$ cat src/core/bws_pkg.sv
package bws_pkg;
  localparam logic [11:0] BWS_OFF_SETUP0 = 12'h07C;
  localparam logic [11:0] BWS_OFF_BASE0  = 12'h010;
  localparam logic [11:0] BWS_OFF_BASE1  = 12'h014;
  localparam logic [11:0] BWS_OFF_SETUP1 = 12'h084;
  localparam int BWS_SPACE_BIT  = 0;
  localparam int BWS_TYPE_LSB   = 1;
  localparam int BWS_PREFETCH_BIT = 3;
  localparam int BWS_SIZE_LSB   = 4;
  localparam int BWS_BASE_LSB   = 4;
  localparam logic [1:0] BWS_TYPE_A32 = 2'h0;
  localparam logic [1:0] BWS_TYPE_A64 = 2'h2;
  localparam logic [5:0] BWS_SIZE_MIN = 6'h04;
  localparam logic [5:0] BWS_SIZE_32  = 6'h20;
  localparam logic [31:0] BWS_SETUP_RST = 32'h0000_0000;
  localparam logic [31:0] BWS_SETUP0_WMASK = 32'h0000_03FF;
  localparam logic [1:0] BWS_RESP_OKAY   = 2'h0;
  localparam logic [1:0] BWS_RESP_SLVERR = 2'h2;
endpackage : bws_pkg

$ cat src/core/bws_regs.sv
// The AXI4-Lite register port was left to the implementer.
`timescale 1ns/1ps
module bws_regs
  import bws_pkg::*;
(
  // Clock and reset
  input  wire logic        i_sys_clk,
  input  wire logic        i_rstn,
  // AXI4-Lite write address
  input  wire logic [11:0] i_awaddr,
  input  wire logic        i_awvalid,
  output logic             o_awready,
  // AXI4-Lite write data
  input  wire logic [31:0] i_wdata,
  input  wire logic [3:0]  i_wstrb,
  input  wire logic        i_wvalid,
  output logic             o_wready,
  // AXI4-Lite write response
  output logic [1:0]       o_bresp,
  output logic             o_bvalid,
  input  wire logic        i_bready,
  // AXI4-Lite read address
  input  wire logic [11:0] i_araddr,
  input  wire logic        i_arvalid,
  output logic             o_arready,
  // AXI4-Lite read data
  output logic [31:0]      o_rdata,
  output logic [1:0]       o_rresp,
  output logic             o_rvalid,
  input  wire logic        i_rready,
  // Window decode view
  output logic             o_io_space,
  output logic             o_wide,
  output logic             o_prefetch,
  output logic [63:0]      o_base,
  output logic [63:0]      o_mask
);
  typedef enum logic [2:0] {
    BWS_W_IDLE = 3'b001,
    BWS_W_DATA = 3'b010,
    BWS_W_RESP = 3'b100
  } bws_wst_t;

  logic [31:0] setup_r, setup_nxt;
  logic [63:0] base_r, base_nxt;
  logic [11:0] awaddr_r;
  logic        aw_have_r, w_have_r;
  logic [31:0] wdata_r;
  logic [3:0]  wstrb_r;
  logic        bvalid_r, rvalid_r;
  logic [1:0]  bresp_r, rresp_r;
  logic [31:0] rdata_r;
  bws_wst_t    wst_r;
  bws_wst_t    wst_nxt;

  // Field decode
  wire        space_io = setup_r[BWS_SPACE_BIT];
  wire [1:0]  type_raw = setup_r[BWS_TYPE_LSB +: 2];
  wire [1:0]  type_eff = space_io ? 2'h0 : type_raw;
  wire        wide     = !space_io && (type_eff == BWS_TYPE_A64);
  wire [5:0]  size_f   = setup_r[BWS_SIZE_LSB +: 6];
  wire [63:0] mask;

  bws_mask u_mask (
    .i_size (size_f),
    .i_wide (wide),
    .o_mask (mask)
  );

  // Write path
  wire aw_take = i_awvalid && !aw_have_r && !bvalid_r;
  wire w_take  = i_wvalid && !w_have_r && !bvalid_r;
  wire aw_ok   = aw_have_r || aw_take;
  wire w_ok    = w_have_r || w_take;
  wire [11:0] wa  = aw_have_r ? awaddr_r : i_awaddr;
  wire [31:0] wd  = w_have_r ? wdata_r : i_wdata;
  wire [3:0]  ws  = w_have_r ? wstrb_r : i_wstrb;
  wire do_wr = aw_ok && w_ok && !bvalid_r;
  wire [31:0] bmask = {{8{ws[3]}}, {8{ws[2]}}, {8{ws[1]}}, {8{ws[0]}}};
  wire hit_s0 = (wa == BWS_OFF_SETUP0);
  wire hit_b0 = (wa == BWS_OFF_BASE0);
  wire hit_b1 = (wa == BWS_OFF_BASE1);
  wire hit_s1 = (wa == BWS_OFF_SETUP1);
  wire wr_ok  = hit_s0 || hit_b0 || hit_b1 || hit_s1;
  wire [31:0] s_m = bmask & BWS_SETUP0_WMASK;
  wire [31:0] s_w = (setup_r & ~s_m) | (wd & s_m);
  wire [31:0] b0_w = (base_r[31:0] & ~bmask) | (wd & bmask);
  wire [31:0] b1_w = (base_r[63:32] & ~bmask) | (wd & bmask);

  // Setup 1 is not modelled beyond reading zero; base 1 is the upper half in wide mode
  assign setup_nxt = (do_wr && hit_s0) ? s_w : setup_r;

  // Mask of the setup about to be stored, so a shrinking window clears base bits on the same edge
  wire        space_io_nxt = setup_nxt[BWS_SPACE_BIT];
  wire [1:0]  type_raw_nxt = setup_nxt[BWS_TYPE_LSB +: 2];
  wire        wide_nxt     = !space_io_nxt && (type_raw_nxt == BWS_TYPE_A64);
  wire [5:0]  size_nxt     = setup_nxt[BWS_SIZE_LSB +: 6];
  wire [63:0] mask_nxt;

  bws_mask u_mask_nxt (
    .i_size (size_nxt),
    .i_wide (wide_nxt),
    .o_mask (mask_nxt)
  );

  always_comb begin
    base_nxt = base_r;
    if (do_wr && hit_b0) begin
      base_nxt[31:0] = b0_w;
    end
    if (do_wr && hit_b1 && wide) begin
      base_nxt[63:32] = b1_w;
    end
    base_nxt = base_nxt & mask_nxt;
  end

  // Write channel phase, kept in step with the held halves and the response
  always_comb begin
    wst_nxt = wst_r;
    case (wst_r)
      BWS_W_IDLE: begin
        if (do_wr) begin
          wst_nxt = BWS_W_RESP;
        end else if (aw_ok || w_ok) begin
          wst_nxt = BWS_W_DATA;
        end
      end
      BWS_W_DATA: begin
        if (do_wr) begin
          wst_nxt = BWS_W_RESP;
        end
      end
      BWS_W_RESP: begin
        if (bvalid_r && i_bready) begin
          wst_nxt = BWS_W_IDLE;
        end
      end
      default: begin
        wst_nxt = BWS_W_IDLE;
      end
    endcase
  end

  always_ff @(posedge i_sys_clk or negedge i_rstn) begin
    if (!i_rstn) begin
      setup_r <= BWS_SETUP_RST;
      base_r  <= 64'h0;
      wst_r   <= BWS_W_IDLE;
    end else begin
      setup_r <= setup_nxt;
      base_r  <= base_nxt;
      wst_r   <= wst_nxt;
    end
  end

  // Address half held until its data partner arrives
  always_ff @(posedge i_sys_clk or negedge i_rstn) begin
    if (!i_rstn) begin
      aw_have_r <= 1'b0;
      awaddr_r  <= 12'h000;
    end else if (do_wr) begin
      aw_have_r <= 1'b0;
    end else if (aw_take) begin
      aw_have_r <= 1'b1;
      awaddr_r  <= i_awaddr;
    end
  end

  // Data half held until its address partner arrives
  always_ff @(posedge i_sys_clk or negedge i_rstn) begin
    if (!i_rstn) begin
      w_have_r <= 1'b0;
      wdata_r  <= 32'h0000_0000;
      wstrb_r  <= 4'h0;
    end else if (do_wr) begin
      w_have_r <= 1'b0;
    end else if (w_take) begin
      w_have_r <= 1'b1;
      wdata_r  <= i_wdata;
      wstrb_r  <= i_wstrb;
    end
  end

  // Write response stands until the host takes it
  always_ff @(posedge i_sys_clk or negedge i_rstn) begin
    if (!i_rstn) begin
      bvalid_r <= 1'b0;
      bresp_r  <= 2'h0;
    end else if (do_wr) begin
      bvalid_r <= 1'b1;
      bresp_r  <= wr_ok ? BWS_RESP_OKAY : BWS_RESP_SLVERR;
    end else if (bvalid_r && i_bready) begin
      bvalid_r <= 1'b0;
    end
  end

  // Read path
  wire ar_take = i_arvalid && !rvalid_r;
  wire [31:0] s0_view = {22'h0, size_f, setup_r[BWS_PREFETCH_BIT], type_eff, space_io};
  wire [31:0] b0_view = {base_r[31:4], setup_r[BWS_PREFETCH_BIT], type_eff, space_io};
  wire [31:0] b1_view = wide ? base_r[63:32] : 32'h0000_0000;
  wire rd_s0 = (i_araddr == BWS_OFF_SETUP0);
  wire rd_b0 = (i_araddr == BWS_OFF_BASE0);
  wire rd_b1 = (i_araddr == BWS_OFF_BASE1);
  wire rd_s1 = (i_araddr == BWS_OFF_SETUP1);
  wire rd_ok = rd_s0 || rd_b0 || rd_b1 || rd_s1;
  wire [31:0] rd_sel = rd_s0 ? s0_view :
                       rd_b0 ? b0_view :
                       rd_b1 ? b1_view : 32'h0000_0000;

  always_ff @(posedge i_sys_clk or negedge i_rstn) begin
    if (!i_rstn) begin
      rvalid_r <= 1'b0;
      rdata_r  <= 32'h0000_0000;
      rresp_r  <= 2'h0;
    end else if (ar_take) begin
      rvalid_r <= 1'b1;
      rdata_r  <= rd_sel;
      rresp_r  <= rd_ok ? BWS_RESP_OKAY : BWS_RESP_SLVERR;
    end else if (rvalid_r && i_rready) begin
      rvalid_r <= 1'b0;
    end
  end

  assign o_awready  = !aw_have_r && !bvalid_r;
  assign o_wready   = !w_have_r && !bvalid_r;
  assign o_bvalid   = bvalid_r;
  assign o_bresp    = bresp_r;
  assign o_arready  = !rvalid_r;
  assign o_rvalid   = rvalid_r;
  assign o_rdata    = rdata_r;
  assign o_rresp    = rresp_r;
  assign o_io_space = space_io;
  assign o_wide     = wide;
  assign o_prefetch = setup_r[BWS_PREFETCH_BIT];
  assign o_base     = base_r;
  assign o_mask     = mask;

  // Field and window checks
  io_type_zero_a: assert property (@(posedge i_sys_clk) disable iff (!i_rstn)
    space_io |-> s0_view[2:1] == 2'h0 && b0_view[2:1] == 2'h0 && !wide) else $error("type not zero in I/O space");
  base_masked_a: assert property (@(posedge i_sys_clk) disable iff (!i_rstn)
    (base_r & ~mask) == 64'h0) else $error("base bit outside mask");
  small_off_a: assert property (@(posedge i_sys_clk) disable iff (!i_rstn)
    (size_f != 6'h00 && size_f < BWS_SIZE_MIN) |-> mask == 64'h0) else $error("small size not disabled");
  full_space_a: assert property (@(posedge i_sys_clk) disable iff (!i_rstn)
    (size_f == 6'h00) |-> mask == 64'hFFFF_FFFF_FFFF_FFF0) else $error("size zero not full");
  narrow_cap_a: assert property (@(posedge i_sys_clk) disable iff (!i_rstn)
    (!wide && size_f > BWS_SIZE_32) |-> mask[31:0] == 32'h0) else $error("narrow size not capped");
  bar_view_a: assert property (@(posedge i_sys_clk) disable iff (!i_rstn)
    b0_view[2:1] == (space_io ? BWS_TYPE_A32 : setup_r[BWS_TYPE_LSB +: 2])) else $error("type view wrong");
  setup1_zero_a: assert property (@(posedge i_sys_clk) disable iff (!i_rstn)
    (ar_take && i_araddr == BWS_OFF_SETUP1) |=> rdata_r == 32'h0) else $error("setup1 not zero");
  prefetch_view_a: assert property (@(posedge i_sys_clk) disable iff (!i_rstn)
    b0_view[3] == setup_r[BWS_PREFETCH_BIT] && o_prefetch == setup_r[BWS_PREFETCH_BIT])
    else $error("prefetch view wrong");
  size_pow2_a: assert property (@(posedge i_sys_clk) disable iff (!i_rstn)
    (size_f >= BWS_SIZE_MIN && (wide || size_f <= BWS_SIZE_32)) |-> mask[size_f] && !mask[size_f - 6'h01])
    else $error("window size not a power of two");
  base_low_zero_a: assert property (@(posedge i_sys_clk) disable iff (!i_rstn)
    base_r[BWS_BASE_LSB-1:0] == '0) else $error("base bits below four not zero");
  base_write_a: assert property (@(posedge i_sys_clk) disable iff (!i_rstn)
    (do_wr && hit_b0 && ws == 4'hF) |=> base_r[31:0] == ($past(wd) & $past(mask[31:0])))
    else $error("base write not masked");
  full_write_a: assert property (@(posedge i_sys_clk) disable iff (!i_rstn)
    (do_wr && hit_b1 && wide && size_f == 6'h00 && ws == 4'hF) |=> base_r[63:32] == $past(wd))
    else $error("upper base not writable");
  b1_narrow_a: assert property (@(posedge i_sys_clk) disable iff (!i_rstn)
    (ar_take && rd_b1 && !wide) |=> rdata_r == 32'h0) else $error("base1 not zero when narrow");
  b1_wide_a: assert property (@(posedge i_sys_clk) disable iff (!i_rstn)
    (ar_take && rd_b1 && wide) |=> rdata_r == $past(base_r[63:32])) else $error("base1 not upper half");
  setup_write_a: assert property (@(posedge i_sys_clk) disable iff (!i_rstn)
    (do_wr && hit_s0 && ws == 4'hF) |=> setup_r == ($past(wd) & BWS_SETUP0_WMASK)) else $error("setup not stored");
  unmapped_wr_a: assert property (@(posedge i_sys_clk) disable iff (!i_rstn)
    (do_wr && !wr_ok) |=> $stable(setup_r) && $stable(base_r)) else $error("unmapped write had effect");
  unmapped_rd_a: assert property (@(posedge i_sys_clk) disable iff (!i_rstn)
    (ar_take && !rd_ok) |=> rresp_r == BWS_RESP_SLVERR && rdata_r == 32'h0) else $error("unmapped read wrong");

  // Handshake checks
  write_resp_a: assert property (@(posedge i_sys_clk) disable iff (!i_rstn)
    do_wr |=> bvalid_r) else $error("write not answered");
  read_answer_a: assert property (@(posedge i_sys_clk) disable iff (!i_rstn)
    ar_take |=> rvalid_r) else $error("read not answered");
  bresp_hold_a: assert property (@(posedge i_sys_clk) disable iff (!i_rstn)
    (bvalid_r && !i_bready) |=> bvalid_r && $stable(bresp_r)) else $error("write response dropped");
  rdata_hold_a: assert property (@(posedge i_sys_clk) disable iff (!i_rstn)
    (rvalid_r && !i_rready) |=> rvalid_r && $stable(rdata_r) && $stable(rresp_r)) else $error("read data dropped");
  no_accept_busy_a: assert property (@(posedge i_sys_clk) disable iff (!i_rstn)
    bvalid_r |-> !o_awready && !o_wready) else $error("write taken while answer pending");
  read_busy_a: assert property (@(posedge i_sys_clk) disable iff (!i_rstn)
    rvalid_r |-> !o_arready) else $error("read taken while answer pending");
  aw_hold_a: assert property (@(posedge i_sys_clk) disable iff (!i_rstn)
    (aw_take && !do_wr) |=> aw_have_r && awaddr_r == $past(i_awaddr)) else $error("address half lost");
  wr_phase_a: assert property (@(posedge i_sys_clk) disable iff (!i_rstn)
    (wst_r == BWS_W_RESP) == bvalid_r) else $error("write phase out of step");
  half_held_a: assert property (@(posedge i_sys_clk) disable iff (!i_rstn)
    (wst_r == BWS_W_DATA) == (aw_have_r || w_have_r)) else $error("held half out of step");

  // Coverage
  wr_c: cover property (@(posedge i_sys_clk) disable iff (!i_rstn) do_wr && hit_s0);
  wide_c: cover property (@(posedge i_sys_clk) disable iff (!i_rstn) wide);
  io_c: cover property (@(posedge i_sys_clk) disable iff (!i_rstn) space_io);
  base1_c: cover property (@(posedge i_sys_clk) disable iff (!i_rstn) do_wr && hit_b1 && wide);
  small_c: cover property (@(posedge i_sys_clk) disable iff (!i_rstn) size_f != 6'h00 && size_f < BWS_SIZE_MIN);
endmodule : bws_regs

$ cat src/core/bws_mask.sv
`timescale 1ns/1ps
module bws_mask
  import bws_pkg::*;
(
  // Setup
  input  wire logic [5:0]  i_size,
  input  wire logic        i_wide,
  // Writable mask of the 64-bit base, address bits 63:0
  output logic      [63:0] o_mask
);
  logic [6:0] eff_size;
  assign eff_size = (!i_wide && i_size > BWS_SIZE_32) ? {1'b0, BWS_SIZE_32} : {1'b0, i_size};
  genvar g;
  generate
    for (g = 0; g < 64; g++) begin : g_bit
      if (g < BWS_BASE_LSB) begin : g_low
        assign o_mask[g] = 1'b0;
      end else begin : g_hi
        assign o_mask[g] = (eff_size == 7'h00) ? 1'b1 :
                           (eff_size < {1'b0, BWS_SIZE_MIN}) ? 1'b0 :
                           (7'(g) >= eff_size);
      end
    end
  endgenerate
endmodule : bws_mask

$ cat config.mk
export PLATFORM = sky130hd
export DESIGN_NAME = bws_regs
export DESIGN_NICKNAME = d
export VERILOG_FILES = /design/src/core/bws_pkg.sv /design/src/core/bws_regs.sv /design/src/core/bws_mask.sv
export SDC_FILE = /design/constraint.sdc
export NUM_CORES = 1
export LEC_CHECK = 0
export BUFFER_PORTS_ARGS = -buffer_cell sky130_fd_sc_hd__buf_2
export CAP_MARGIN = 20
export CELL_PAD_IN_SITES_DETAIL_PLACEMENT = 0
export CELL_PAD_IN_SITES_GLOBAL_PLACEMENT = 2
export CORE_MARGIN = 4
export CORE_UTILIZATION = 33
export CTS_BUF_LIST = sky130_fd_sc_hd__clkbuf_8
export CTS_CLUSTER_SIZE = 14
export DETAILED_ROUTE_END_ITERATION = 7
export GPL_TIMING_DRIVEN = 0
export PLACE_DENSITY_LB_ADDON = 0.2
export SLEW_MARGIN = 0
export SYNTH_ARGS = -nofsm -noshare
export SYNTH_HDL_FRONTEND = slang
export SYNTH_SLANG_ARGS = --single-unit
$ cat constraint.sdc
create_clock -name i_sys_clk -period 2.9 [get_ports i_sys_clk]
set_clock_uncertainty 0.05 [all_clocks]
set_input_delay 0.145 -clock i_sys_clk [delete_from_list [all_inputs] [get_ports i_sys_clk]]
set_output_delay 0.145 -clock i_sys_clk [all_outputs]
set_load 0.02 [all_outputs]
Yosys cells after proc, flatten, opt, wreduce, memory -nomap -nowiden
Cells that the tools add are included.
Widths: inputs -> output; s select.
{"block": "totals", "ff_bits": 184, "input_bits": 67}
{"block": "classes", "n_bitwise": 12, "n_mux": 263, "order_cmp": 124, "n_reduce_logical": 43, "n_eq_ne": 10}
{"cell": "$ge 6x7->1 const A", "n": 64}
{"cell": "$mux 1", "n": 248}
{"cell": "$ge 5x7->1 const A", "n": 32}
{"cell": "$mux 32", "n": 7}
{"cell": "$and 32x32->32", "n": 4}
{"cell": "$ge 4x7->1 const A", "n": 16}
{"cell": "$or 32x32->32", "n": 3}
{"cell": "$and 64x64->64", "n": 1}
{"cell": "$ge 3x7->1 const A", "n": 8}
{"cell": "$eq 12x5->1 const B", "n": 4}
{"cell": "$and 32x10->32", "n": 1}
{"cell": "$not 10->32", "n": 1}
{"cell": "$not 32->32", "n": 1}
{"cell": "$eq 12x7->1 const B", "n": 2}
{"cell": "$eq 12x8->1 const B", "n": 2}
{"cell": "$logic_and 1x1->1", "n": 19}
{"cell": "$logic_not 7->1", "n": 2}
{"cell": "$lt 7x3->1 const B", "n": 2}
{"cell": "$gt 6x6->1 const B", "n": 2}
{"cell": "$mux 12", "n": 1}
{"cell": "$mux 6", "n": 2}
{"cell": "$mux 10", "n": 1}
{"cell": "$logic_not 1->1", "n": 8}
{"cell": "$logic_or 1x1->1", "n": 8}
{"cell": "other kinds (6)", "n": 13}

Logic depth before layout (Yosys ltp)
Gate-level depths: netlist of run 1.
{"block": "depth", "word_depth": 17, "ltp_mapped": 11, "depth_no_buf": 9}

Cells and area by module
A second synthesis of run 1 with hierarchy kept.
{"block": "hier_totals", "hier_cells": 947, "area_unflattened_um2": 9043.7}
{"module": "bws_regs", "n_inst": 1, "cells_each": 613, "area_each_um2": 7269.5}
{"module": "bws_mask", "n_inst": 2, "cells_each": 167, "area_each_um2": 887.1}

Worst setup path before layout of run 1
No wires, ideal clock.
{"block": "synth_path", "path_kind": "register to register", "start": "reg aw_have_r", "end": "reg base_r[10], in the netlist o_base[10]", "path_slack_ps": 216, "stages_incl_launch_ff": 10, "setup_time_ps": 131, "arrival_ps": 2502, "path_cell_list": "dfrtp_1 > or3b_1 > a211o_1 > a21oi_4 > nand3_1 > buf_4 > mux2_2 > or3_1 > o21ai_1 > a211oi_1"}
{"block": "synth_between", "elab_chain_len": 17, "word_cells_on_any_way": 26, "classes_between": "order compare: 3; eq/ne: 3; mux: 6; bitwise: 1; reduce/logical: 13"}
{"item": "from (decl)", "line": "bws_regs.sv:47", "rtl": "logic aw_have_r, w_have_r;"}
{"item": "from (signal assigned)", "line": "bws_regs.sv:159", "rtl": "aw_have_r <= 1'b0;"}
{"item": "from (signal assigned)", "line": "bws_regs.sv:162", "rtl": "aw_have_r <= 1'b0;"}
{"item": "from (signal assigned)", "line": "bws_regs.sv:164", "rtl": "aw_have_r <= 1'b1;"}
{"item": "parallel branches: the longest is 16 deep, another holds $ge 4x7->1"}
{"item": "$and 64x64->64 (*)", "line": "bws_regs.sv:114", "rtl": "base_nxt = base_nxt & mask_nxt;"}
{"item": "via base_nxt[10]", "line": "bws_regs.sv:45", "rtl": "logic [63:0] base_r, base_nxt;"}
{"item": "to (signal assigned)", "line": "bws_regs.sv:151", "rtl": "base_r <= base_nxt;"}
{"item": "to (decl)", "line": "bws_regs.sv:45"}
Mark *: on every way through the listed nets, which the timed path passes.
A chain may end at the register's enable or synchronous reset.

Worst setup path after layout of run 1
{"block": "layout_path", "start": "reg aw_have_r", "end": "reg base_r[43], in the netlist o_base[43]"}
{"block": "layout_between", "word_cells_on_any_way": 27, "classes_between": "order compare: 3; eq/ne: 3; mux: 6; bitwise: 1; reduce/logical: 14"}
{"item": "parallel branches: the longest is 6 deep, another holds $mux 12"}
{"item": "$logic_and 1x1->1 (*)", "line": "bws_regs.sv:91", "rtl": "assign setup_nxt = (do_wr && hit_s0) ? s_w : setup_r;"}
{"item": "$mux 10 (*)", "line": "bws_regs.sv:91"}
{"item": "via setup_nxt[9]", "line": "bws_regs.sv:44", "rtl": "logic [31:0] setup_r, setup_nxt;"}
{"item": "$gt 6x6->1", "line": "bws_mask.sv:12", "rtl": "assign eff_size = (!i_wide && i_size > BWS_SIZE_32) ? {1'b0, BWS_SIZE_32} : {1'b0, i_size};"}
{"item": "$logic_and 1x1->1", "line": "bws_mask.sv:12"}
{"item": "$mux 6 (*)", "line": "bws_mask.sv:12"}
{"item": "$ge 6x7->1 / $lt 7x3->1 (equally long branches)", "line": "bws_mask.sv:21, bws_mask.sv:20"}
{"item": "$mux 1", "line": "bws_mask.sv:20", "rtl": "(eff_size < {1'b0, BWS_SIZE_MIN}) ? 1'b0 :"}
{"item": "$mux 1 (*)", "line": "bws_mask.sv:19", "rtl": "assign o_mask[g] = (eff_size == 7'h00) ? 1'b1 :"}
{"item": "$and 64x64->64 (*)", "line": "bws_regs.sv:114"}
{"item": "via base_nxt[43]", "line": "bws_regs.sv:45"}
Marks and branches as above.

==> results of run 1 <==
sequential cells by signal, indices dropped and copies added (netlist names), named ones only:
signal / cells
o_rresp: 1
o_bvalid: 1
o_bresp: 1
o_rdata: 32
setup_r: 9
w_have_r: 1
awaddr_r: 12
wstrb_r: 4
aw_have_r: 1
o_rvalid: 1
o_base: 60
wdata_r: 32
cell type report:
type	count	area, um2	area share
plain buffers	62	347.8	0.02892
clock buffers	18	247.7	0.02060
clock inverters	14	132.6	0.01103
multi-input cells	648	4743	0.3944
inverters	19	82.58	0.006866
repair buffers	335	2156	0.1793
flip-flops and latches	156	3904	0.3246
well taps	330	412.9	0.03433
where the power goes:
group | leakage [nW] | internal [mW] | switching (mW)
sequential | 2.06 | 2.55 | 0.203
combinational | 3.30 | 0.933 | 1.22
clock | 0.186 | 0.716 | 0.922
total | 5.55 | 4.20 | 2.34
per-stage QoR:
| stage | area (um2) | setup TNS [ns] | cells | total power, mW |
|---|---|---|---|---|
| after floorplan | 8562 | 0 | 891 | 4.083 |
| after global placement | 10120 | -172.11 | 1449 | 4.699 |
| after detailed placement | 10160 | -25.98 | 1451 | 4.742 |
| after CTS | 11530 | -0.003622 | 1555 | 6.527 |
| after global routing | 12030 | -1.827 | 1582 | 6.876 |
| final | 12030 | -0.06740 | 1582 | 6.540 |
worst max path at each step:
stage	from	to	slack [ns]
2_1_floorplan	aw_have_r$_DFFE_PN0P_	o_base[10]$_DFF_PN0_	0.22
3_3_place_gp	i_rstn	awaddr_r[1]$_DFFE_PN0P_	-0.95
3_5_place_dp	aw_have_r$_DFFE_PN0P_	o_base[54]$_DFF_PN0_	-0.56
4_1_cts	w_have_r$_DFFE_PN0P_	o_base[61]$_DFF_PN0_	-0.003
5_1_grt	aw_have_r$_DFFE_PN0P_	o_base[4]$_DFF_PN0_	-0.13
6_report	aw_have_r$_DFFE_PN0P_	o_base[43]$_DFF_PN0_	-0.02
cells in the mapped netlist, types with 3 or more instances:
library cell and instances:
nor4_1 6, nand3_1 14, and2_1 8, buf_4 11, a21oi_1 72, clkbuf_1 46, or2_2 7, a222oi_1 6
o211ai_1 4, nand4_1 3, buf_2 7, nand2_1 94, a211oi_1 25, nand2b_1 9, mux2_2 65, a311oi_1 4
a221oi_1 4, nor3_1 16, nor2b_1 10, and3_1 4, a21o_1 7, inv_1 17, o21a_1 5, a31oi_1 7
dfrtp_1 156, mux2i_1 45, or4_1 3, a2111oi_2 5, nor2_1 72, a22oi_1 26, o21ai_0 66
worst min-delay path, delay by kind of cell:
kind	cells	cell delay (ns)
and+or+nand+nor	1	0.16
AOI/OAI and AO/OA	1	0.12
buffers and inverters	1	0.09
logic make-up after synthesis:
| kind of cell | after synthesis |
|---|---|
| AND/OR/NAND/NOR | 265 |
| AO/OA/AOI/OAI | 255 |
| flip-flops | 156 |
| multiplexers | 116 |
| buffers and inverters | 87 |
| adder cells (fa/ha/maj) | 1 |
| other | 1 |
| XOR/XNOR | 1 |
what timing repair did:
action                                  in CTS  in global routing
hold buffers                                55                  0
pin swaps                                    6                 15
hold endpoints to repair                   112                  0
buffers inserted                            19                 29
gates resized for setup                     76                 72
cloned                                       1                  1
endpoints found under the setup margin     127                 85
layout by cell type (no fill, tap or decap), drive strengths merged, types with 15 or more instances in the layout:
master	n
dlygate4sd3	55
inv	24
nand3	15
a211oi	25
nand2	96
buf	304
nor2	74
mux2	67
dfrtp	156
mux2i	49
a21oi	74
o21ai	71
clkbuf	56
nor3	17
a22oi	26
routing by layer:
| metal | vias to the layer above | global-route usage | part of all wire |
|---|---|---|---|
| met5 | - | 0 | 0 |
| met4 | 0 | 0.04834 | 0.011 |
| met3 | 27 | 0.04764 | 0.061 |
| met2 | 255 | 0.3611 | 0.46 |
| met1 | 4129 | 0.3242 | 0.47 |
| li1 | 3897 | - | - |
==> flow_summary.json, run 1 <==
{
  "outcome": "finished with violations",
  "violations": "negative setup slack",
  "fillers": 2508,
  "crit_path_max_incr_delay_ns": 0.42,
  "worst_path_max_delay_cell": "dfrtp_1",
  "synth-async-reset-ratio": 1.000,
  "grt_overflow": 0,
  "synth_top_family_by_area": "compound AO/OA/AOI/OAI gates",
  "holdPathEnd": "w_have_r$_DFFE_PN0P_",
  "grt_pass1_vias": 7925,
  "rsz0062_at_grt": "true",
  "synth_edf_count": 0,
  "start_util": 0.3367,
  "wl_per_cell_um": 20.95,
  "yosys.area.top_type_share": 0.4577,
  "syn_to_final_growth_pct": 41.02,
  "layout_min_cycle_time_ns": 2.925,
  "ff2ff_path_depth": 10,
  "nets": 1306,
  "synth-xor-area-share": 0.001027,
  "peakVddDrop_mv": 0.4043,
  "die-height_um": 168.8,
  "routed_via_density": 5.252,
  "fmax_mhz": 341.9,
  "chipWidth_um": 168.8,
  "final_util": 0.4749,
  "cp_num_cells": 10,
  "worstSetupPathType": "reg2reg",
  "syn_area_um2": 8528,
  "hold_ws_ns": 0.03974,
  "netlist_instances": 882,
  "cts_made_buffers": 17,
  "timing.hold.worst.start": "i_wvalid",
  "rrSetupSlack_ns": -0.02,
  "synth_ff_type": "dfrtp_1",
  "clock-sinks": 156,
  "layout_worst_path_cycle_share": 1.009,
  "ys_ff_latch": 156,
  "synth.area.mux_share": 0.1502,
  "synth-compound-area-share": 0.1959,
  "yosysSeqAreaShare": 0.4577,
  "synthSimpleGateAreaFrac": 0.1476,
  "worst_pin_slew_ns": 0.7809,
  "drc": 0,
  "wl_um": 33150,
  "yosys.area.top_type": "dfrtp_1",
  "hold_viol": 0,
  "rows": 58,
  "grt_max_degree": 98,
  "maxCapViolCount": 0,
  "io_buffers": 228,
  "drt_iter0_markers": 660,
  "diodes": 0,
  "io_pins": 239,
  "power_density_nw_per_um2": 543.8,
  "drive_gt1_frac": 0.4018,
  "critPathLaunchType": "register",
  "synth_fa_ha_area_frac": 0.001174,
  "place_ws_ns": -0.5643,
  "ys_types": 74,
  "slew_violations": 0,
  "required_ns": 3.23,
  "crit_arrival_ns": 3.25,
  "grt_pass1_wl_um": 49880,
  "clockBufferDepth": 2,
  "cp_common_cell": "a21oi_4",
  "r2r-start": "aw_have_r$_DFFE_PN0P_",
  "ys_warn_count": 0,
  "insertion_delay_ns": 0.47,
  "yosys-top-cells-area": "dfrtp_1 (46%), mux2_2 (8.6%), mux2i_1 (5.3%), a21oi_1 (4.2%), nand2_1 (4.1%)",
  "setup_viol": 5,
  "whs_path_depth": 3,
  "critPathTopFamily": "compound AO/OA/AOI/OAI gates",
  "track_usage": 0.2281,
  "hpwl_um": 24870,
  "antenna_found_initial": 0,
  "cts_root_buf": "clkbuf_8",
  "critical_path.cell_chain": "or3b_1 -> a211o_1 -> a21oi_4 -> buf_6 -> nand3_4 -> mux2i_4 -> inv_4 -> a21oi_4 -> nand3_1 -> a221oi_2",
  "crit_buf_inv": 2,
  "setup.worst_path.end_class": "register",
  "clk_pin_slew_worst_paths_ns": 0.09,
  "finalWorstSetupSlack_ns": -0.02500,
  "gp_congestion": 0.8553,
  "crit_fanout": 8,
  "synth.avg_cell_area_um2": 9.669,
  "cts_htree_levels": 4,
  "die_area_um2": 28480,
  "coreArea_um2": 25330,
  "reg2reg_to": "o_base[43]$_DFF_PN0_",
  "worst_hold_path_type": "in2reg",
  "tritoncts": "yes",
  "num_vias": 8308,
  "antenna_left": 0,
  "leakagePower_nw": 5.549,
  "drt-pass1-iter-count": 5,
  "slew_headroom": 0.4794
}
Note: power is estimated with default switching activity, not from simulation.
==> inputs of run 2 (changes only) <==
--- a/config.mk
+++ b/config.mk
@@ -5,7 +5,7 @@
 export SDC_FILE = /design/constraint.sdc
 export NUM_CORES = 1
 export LEC_CHECK = 0
-export BUFFER_PORTS_ARGS = -buffer_cell sky130_fd_sc_hd__buf_2
+export BUFFER_PORTS_ARGS = -buffer_cell sky130_fd_sc_hd__buf_4
 export CAP_MARGIN = 20
 export CELL_PAD_IN_SITES_DETAIL_PLACEMENT = 0
 export CELL_PAD_IN_SITES_GLOBAL_PLACEMENT = 2
@@ -16,6 +16,7 @@
 export DETAILED_ROUTE_END_ITERATION = 7
 export GPL_TIMING_DRIVEN = 0
 export PLACE_DENSITY_LB_ADDON = 0.2
+export SETUP_SLACK_MARGIN = 0.02
 export SLEW_MARGIN = 0
 export SYNTH_ARGS = -nofsm -noshare
 export SYNTH_HDL_FRONTEND = slang
==> run 2 against run 1 <==
  * The run still ends with negative setup slack left
  * Total power up 2.4%
  * Die area stayed put
  * Utilization grew 2.2 points
  * Clock power increased by 4%
  * Non-clock buffer count decreased by 9
  * First-iteration DRC count grew 18%
  * Sequential power about the same
  * Cell area is 4.6% higher
  * Sequential cell count is the same
  * Wire length increased by 0.38%
  * Combinational power increased by 4%
  * Largest cell class unchanged
==> flow_summary.json, run 2 (synthesized netlist as in run 1, its figures left out) <==
{
  "cts_root_buf": "clkbuf_8",
  "start_util": 0.3367,
  "antenna_found_initial": 1,
  "diodes": 0,
  "met3_usage": 0.05114,
  "coreArea_um2": 25330,
  "routed_via_density": 5.277,
  "maxCapViolCount": 0,
  "crit_fanout": 5,
  "setup_viol": 1,
  "total_power_mw": 6.697,
  "use_met2": 0.3532,
  "io_pins": 239,
  "power_density_nw_per_um2": 532.1,
  "setup.worst_path.end_class": "register",
  "nets": 1297,
  "drt-pass1-iter-count": 5,
  "gr-max-usage-layer": "met2",
  "crit_arrival_ns": 3.26,
  "die_area_um2": 28480,
  "fmax_mhz": 340.2,
  "cts_made_buffers": 17,
  "critPathTopFamily": "simple AND/OR/NAND/NOR gates",
  "antenna_left": 0,
  "worst_path_max_delay_cell": "dfrtp_1",
  "finalWorstSetupSlack_ns": -0.03911,
  "critPathLaunchType": "register",
  "hold_ws_ns": 0.02560,
  "grt_overflow": 0,
  "grt_pass1_wl_um": 49940,
  "leakagePower_nw": 5.640,
  "track_usage": 0.2281,
  "peakVddDrop_mv": 0.4141,
  "outcome": "finished with violations",
  "layout_min_cycle_time_ns": 2.939,
  "rsz0062_at_grt": "true",
  "cts_htree_levels": 4,
  "dp.cells": 1451,
  "grt_pass1_vias": 7917,
  "clockBufferDepth": 2,
  "slew_headroom": 0.4734,
  "required_ns": 3.22,
  "fin_area_um2": 12580,
  "rows": 58,
  "final_util": 0.4969,
  "final_cell_count_no_fill": 1573,
  "layout_worst_path_cycle_share": 1.013,
  "syn_to_final_growth_pct": 47.56,
  "largest_register_ff_count": 60,
  "met1_usage": 0.3325,
  "crit_path_max_incr_delay_ns": 0.42,
  "worstSetupPathType": "reg2reg",
  "critical_path.cell_chain": "or3b_4 -> a211o_1 -> a21oi_4 -> nand3_2 -> buf_6 -> mux2_4 -> nor2_4 -> nor3_4 -> buf_4 -> a311oi_1",
  "gp_congestion": 0.8640,
  "clock-sinks": 156,
  "grt_max_degree": 98,
  "drc": 0,
  "insertion_delay_ns": 0.47,
  "layout_commonest_cell": "buf_4",
  "tritoncts": "yes",
  "final_cell_mix": "buf_4 (277), dfrtp_1 (156), nand2_1 (89)",
  "io_buffers": 228,
  "clk_pin_slew_worst_paths_ns": 0.09,
  "die-height_um": 168.8,
  "crit_buf_inv": 2,
  "violations": "negative setup slack",
  "worst_hold_path_type": "in2reg",
  "num_vias": 8300,
  "hpwl_um": 24750,
  "hold_viol": 0,
  "chipWidth_um": 168.8,
  "place_area_um2": 10730,
  "wl_per_cell_um": 21.15,
  "wl_um": 33270,
  "worst_pin_slew_ns": 0.7898,
  "drive_gt1_frac": 0.4087,
  "slew_violations": 0,
  "drt_iter0_markers": 782
}
==> run 2: changes by cell type in the layout (fill, tap and decap cells not counted), moves of 4 or more <==
cell and delta:
buf_2 -227, a211oi_2 +7, a211oi_1 -7, buf_6 -4, buf_4 +224
==> run 2: area by class of cell <==
class | count | area [um2]
flip-flops and latches | 156 | 3904
plain buffers | 61 | 326.6
clock buffers | 17 | 234.0
multi-input cells | 648 | 4803
clock inverters | 15 | 162.7
inverters | 19 | 85.08
well taps | 330 | 412.9
repair buffers | 327 | 2656
fillers | 2404 | 12740
==> run 2: metal layers <==
layer | vias to the layer above | wire length (um)
li1 | 3886 | -
met5 | - | 0
met1 | 4119 | 15300
met2 | 274 | 15370
met3 | 21 | 2212
met4 | 0 | 386
==> run 2: metrics by stage <==
step,worst slack [ns],setup TNS [ns]
final,-0.03911,-0.03911
after global routing,-0.1289,-1.236
after detailed placement,-0.5703,-26.14
after global placement,-0.5533,-27.01
after floorplan,0.2165,0
after CTS,-0.0009293,-0.0009293
==> run 2: path summary, 6_finish.rpt <==
kind	startpoint	to	slack, ns	cells past startpoint
max reg2reg	aw_have_r$_DFFE_PN0P_	o_base[24]$_DFF_PN0_	-0.04	10
min reg2reg	o_rdata[13]$_DFFE_PN0P_	o_rdata[13]$_DFFE_PN0P_	0.44	2
min in group asynchronous	i_rstn	o_rdata[30]$_DFFE_PN0P_	0.14	2
min	i_wvalid	w_have_r$_DFFE_PN0P_	0.03	3
max in group asynchronous	i_rstn	wstrb_r[0]$_DFFE_PN0P_	1.78	3
max	aw_have_r$_DFFE_PN0P_	o_base[24]$_DFF_PN0_	-0.04	10
==> run 2: power breakdown <==
part           switching (mW)  internal, mW
clock network           0.926         0.778
logic                    1.24          1.00
registers               0.207          2.55
==> run 2: what timing repair did <==
item                                    4_1_cts  5_1_grt
endpoints found under the setup margin      129       94
pin swaps                                     7       32
resized for setup                            66       99
gates cloned                                  1        1
hold buffers                                 55        0
hold endpoints to repair                    112        0
buffers inserted                             17       23
==> run 2: worst reg2reg max path, cell delays in order, from the launching register on <==
cell,delay (ns)
dfrtp_1,0.42
or3b_4,0.41
a211o_1,0.34
a21oi_4,0.21
nand3_2,0.14
buf_6,0.18
mux2_4,0.35
nor2_4,0.22
nor3_4,0.09
buf_4,0.17
a311oi_1,0.27
==> inputs of run 3 (changes only) <==
--- a/config.mk
+++ b/config.mk
@@ -5,7 +5,7 @@
 export SDC_FILE = /design/constraint.sdc
 export NUM_CORES = 1
 export LEC_CHECK = 0
-export BUFFER_PORTS_ARGS = -buffer_cell sky130_fd_sc_hd__buf_4
+export BUFFER_PORTS_ARGS = -buffer_cell sky130_fd_sc_hd__buf_2
 export CAP_MARGIN = 20
 export CELL_PAD_IN_SITES_DETAIL_PLACEMENT = 0
 export CELL_PAD_IN_SITES_GLOBAL_PLACEMENT = 2
==> run 3 against run 2 <==
  * Cell area down 3.7%
  * Fmax barely moved
  * Sequential cell count stayed put
  * Combinational power shrank 3%
  * Largest power group unchanged
  * Sequential share of layout area up 1.2 points
  * Wire length rose by 0.54%
  * First-iteration DRC count is 23% lower
  * Critical path depth is 1 higher
  * Cell count grew 0.83%
  * The flow still finishes with violations (negative setup slack)
  * Critical endpoint is now o_base[30]$_DFF_PN0_
  * Via count is 0.41% lower
  * Global-route usage is 0.32 points higher
  * Count of clock-buffer cells in the layout rose by 1
==> flow_summary.json, run 3 (synthesized netlist as in run 1, its figures left out) <==
{
  "antenna_found_initial": 1,
  "layout_min_cycle_time_ns": 2.942,
  "place_area_um2": 10160,
  "setup.worst_path.end_class": "register",
  "antenna_left": 0,
  "routed_via_density": 5.212,
  "drt_iter0_markers": 600,
  "critical_path.cell_chain": "or3b_4 -> a211o_1 -> a21oi_4 -> buf_6 -> nand3_4 -> buf_16 -> mux2i_4 -> buf_6 -> nor3_4 -> buf_6 -> a311oi_2",
  "crit_fanout": 5,
  "start_util": 0.3367,
  "cp_num_cells": 11,
  "crit_buf_inv": 4,
  "dp.cells": 1451,
  "hold_viol": 0,
  "clock-sinks": 156,
  "total_power_mw": 6.556,
  "coreArea_um2": 25330,
  "critPathLaunchType": "register",
  "grt_overflow": 0,
  "die-height_um": 168.8,
  "slew_violations": 0,
  "violations": "negative setup slack",
  "fillers": 2483,
  "final_util": 0.4783,
  "drc": 0,
  "crit_arrival_ns": 3.24,
  "holdPathEnd": "w_have_r$_DFFE_PN0P_",
  "wl_um": 33450,
  "place_ws_ns": -0.5643,
  "largest_register_ff_count": 60,
  "fin_area_um2": 12110,
  "cts_htree_levels": 4,
  "layout_commonest_cell": "buf_2",
  "worst_path_max_delay_cell": "dfrtp_1",
  "drt-pass1-iter-count": 5,
  "worst_pin_slew_ns": 0.7936,
  "peakVddDrop_mv": 0.4042,
  "ff2ff_path_depth": 11,
  "worst_hold_path_type": "in2reg",
  "diodes": 0,
  "tritoncts": "yes",
  "rsz0062_at_grt": "true",
  "insertion_delay_ns": 0.47,
  "slew_headroom": 0.4710,
  "required_ns": 3.20,
  "leakagePower_nw": 5.586,
  "critPathTopFamily": "simple AND/OR/NAND/NOR gates",
  "track_usage": 0.2313,
  "multi_input_area_um2": 4773,
  "clockBufferDepth": 2,
  "outcome": "finished with violations",
  "wl_per_cell_um": 21.09,
  "gp_congestion": 0.8553,
  "whs_path_depth": 3,
  "cp_common_cell": "buf_6",
  "io_buffers": 228,
  "chipWidth_um": 168.8,
  "syn_to_final_growth_pct": 42.03,
  "layout_worst_path_cycle_share": 1.014,
  "setup_viol": 12,
  "die_area_um2": 28480,
  "clk_pin_slew_worst_paths_ns": 0.09,
  "cts_root_buf": "clkbuf_8",
  "finalWorstSetupSlack_ns": -0.04184,
  "fmax_mhz": 339.9,
  "grt_pass1_vias": 8020,
  "grt_pass1_wl_um": 50600,
  "r2r-start": "aw_have_r$_DFFE_PN0P_",
  "grt_max_degree": 98,
  "drive_gt1_frac": 0.4132,
  "seqCellArea_um2": 3906,
  "rrSetupSlack_ns": -0.04,
  "power_density_nw_per_um2": 541.2,
  "rows": 58,
  "num_vias": 8266,
  "cts_made_buffers": 17,
  "reg2reg_to": "o_base[30]$_DFF_PN0_",
  "nets": 1310,
  "crit_path_max_incr_delay_ns": 0.42,
  "hpwl_um": 24870,
  "final_cell_mix": "buf_2 (235), dfrtp_1 (154), nand2_1 (89)",
  "maxCapViolCount": 0,
  "worstSetupPathType": "reg2reg",
  "timing.hold.worst.start": "i_wvalid",
  "final_cell_count_no_fill": 1586,
  "io_pins": 239
}
-- run 3: report_power, final --
part / internal (mW) / leakage [nW] / total (mW) / switching, mW
Clock: 0.716 / 0.186 / 1.63 / 0.918
Combinational: 0.941 / 3.34 / 2.17 / 1.23
Sequential: 2.55 / 2.06 / 2.76 / 0.207
-- run 3: how the worst max path moves through the flow --
stage,slack (ns),from,endpoint
floorplan,0.22,aw_have_r$_DFFE_PN0P_,o_base[10]$_DFF_PN0_
global placement,-0.95,i_rstn,awaddr_r[1]$_DFFE_PN0P_
detailed placement,-0.56,aw_have_r$_DFFE_PN0P_,o_base[54]$_DFF_PN0_
CTS,-0.10,aw_have_r$_DFFE_PN0P_,o_base[48]$_DFF_PN0_
global route,-0.10,aw_have_r$_DFFE_PN0P_,o_base[27]$_DFF_PN0_
finish,-0.04,aw_have_r$_DFFE_PN0P_,o_base[30]$_DFF_PN0_
-- run 3: metal layers --
| layer | global-route usage | vias up | routed length [um] |
|---|---|---|---|
| met5 | 0 | - | 0 |
| met3 | 0.04647 | 26 | 2236 |
| li1 | - | 3909 | - |
| met1 | 0.3307 | 4066 | 15300 |
| met4 | 0.04199 | 0 | 290 |
| met2 | 0.3687 | 265 | 15630 |
-- run 3: per-stage QoR --
step | TNS [ns] | hold WS [ns]
after floorplan | 0 | -0.2006
after global placement | -172.11 | 0.2752
after detailed placement | -25.98 | 0.06662
after CTS | -1.282 | 0.02095
after global routing | -2.164 | 0.05450
final | -0.3063 | 0.03816
-- run 3: area by class of cell --
cell class              instances  share of cell area
clock inverters                14             0.01095
inverters                      19            0.006817
well taps                     330             0.03409
flip-flops and latches        156              0.3225
clock buffers                  18             0.02045
repair buffers                338              0.1830
plain buffers                  62             0.02810
multi-input cells             649              0.3941
-- run 3: worst reg2reg max path: cells and delay by family, from the launching register on --
family,cells,cell delay [ns]
AO/OA/AOI/OAI,3,0.59
AND/OR/NAND/NOR,3,0.86
multiplexers,1,0.22
buffers and inverters,4,0.68
flip-flops,1,0.42
-- run 3: what timing repair did --
item	in CTS	in global routing
setup endpoints to repair	127	125
cloned	2	1
hold buffers	55	0
buffers inserted	35	16
endpoints found under the hold margin	112	0
resized for setup	83	79
pin swaps	9	21
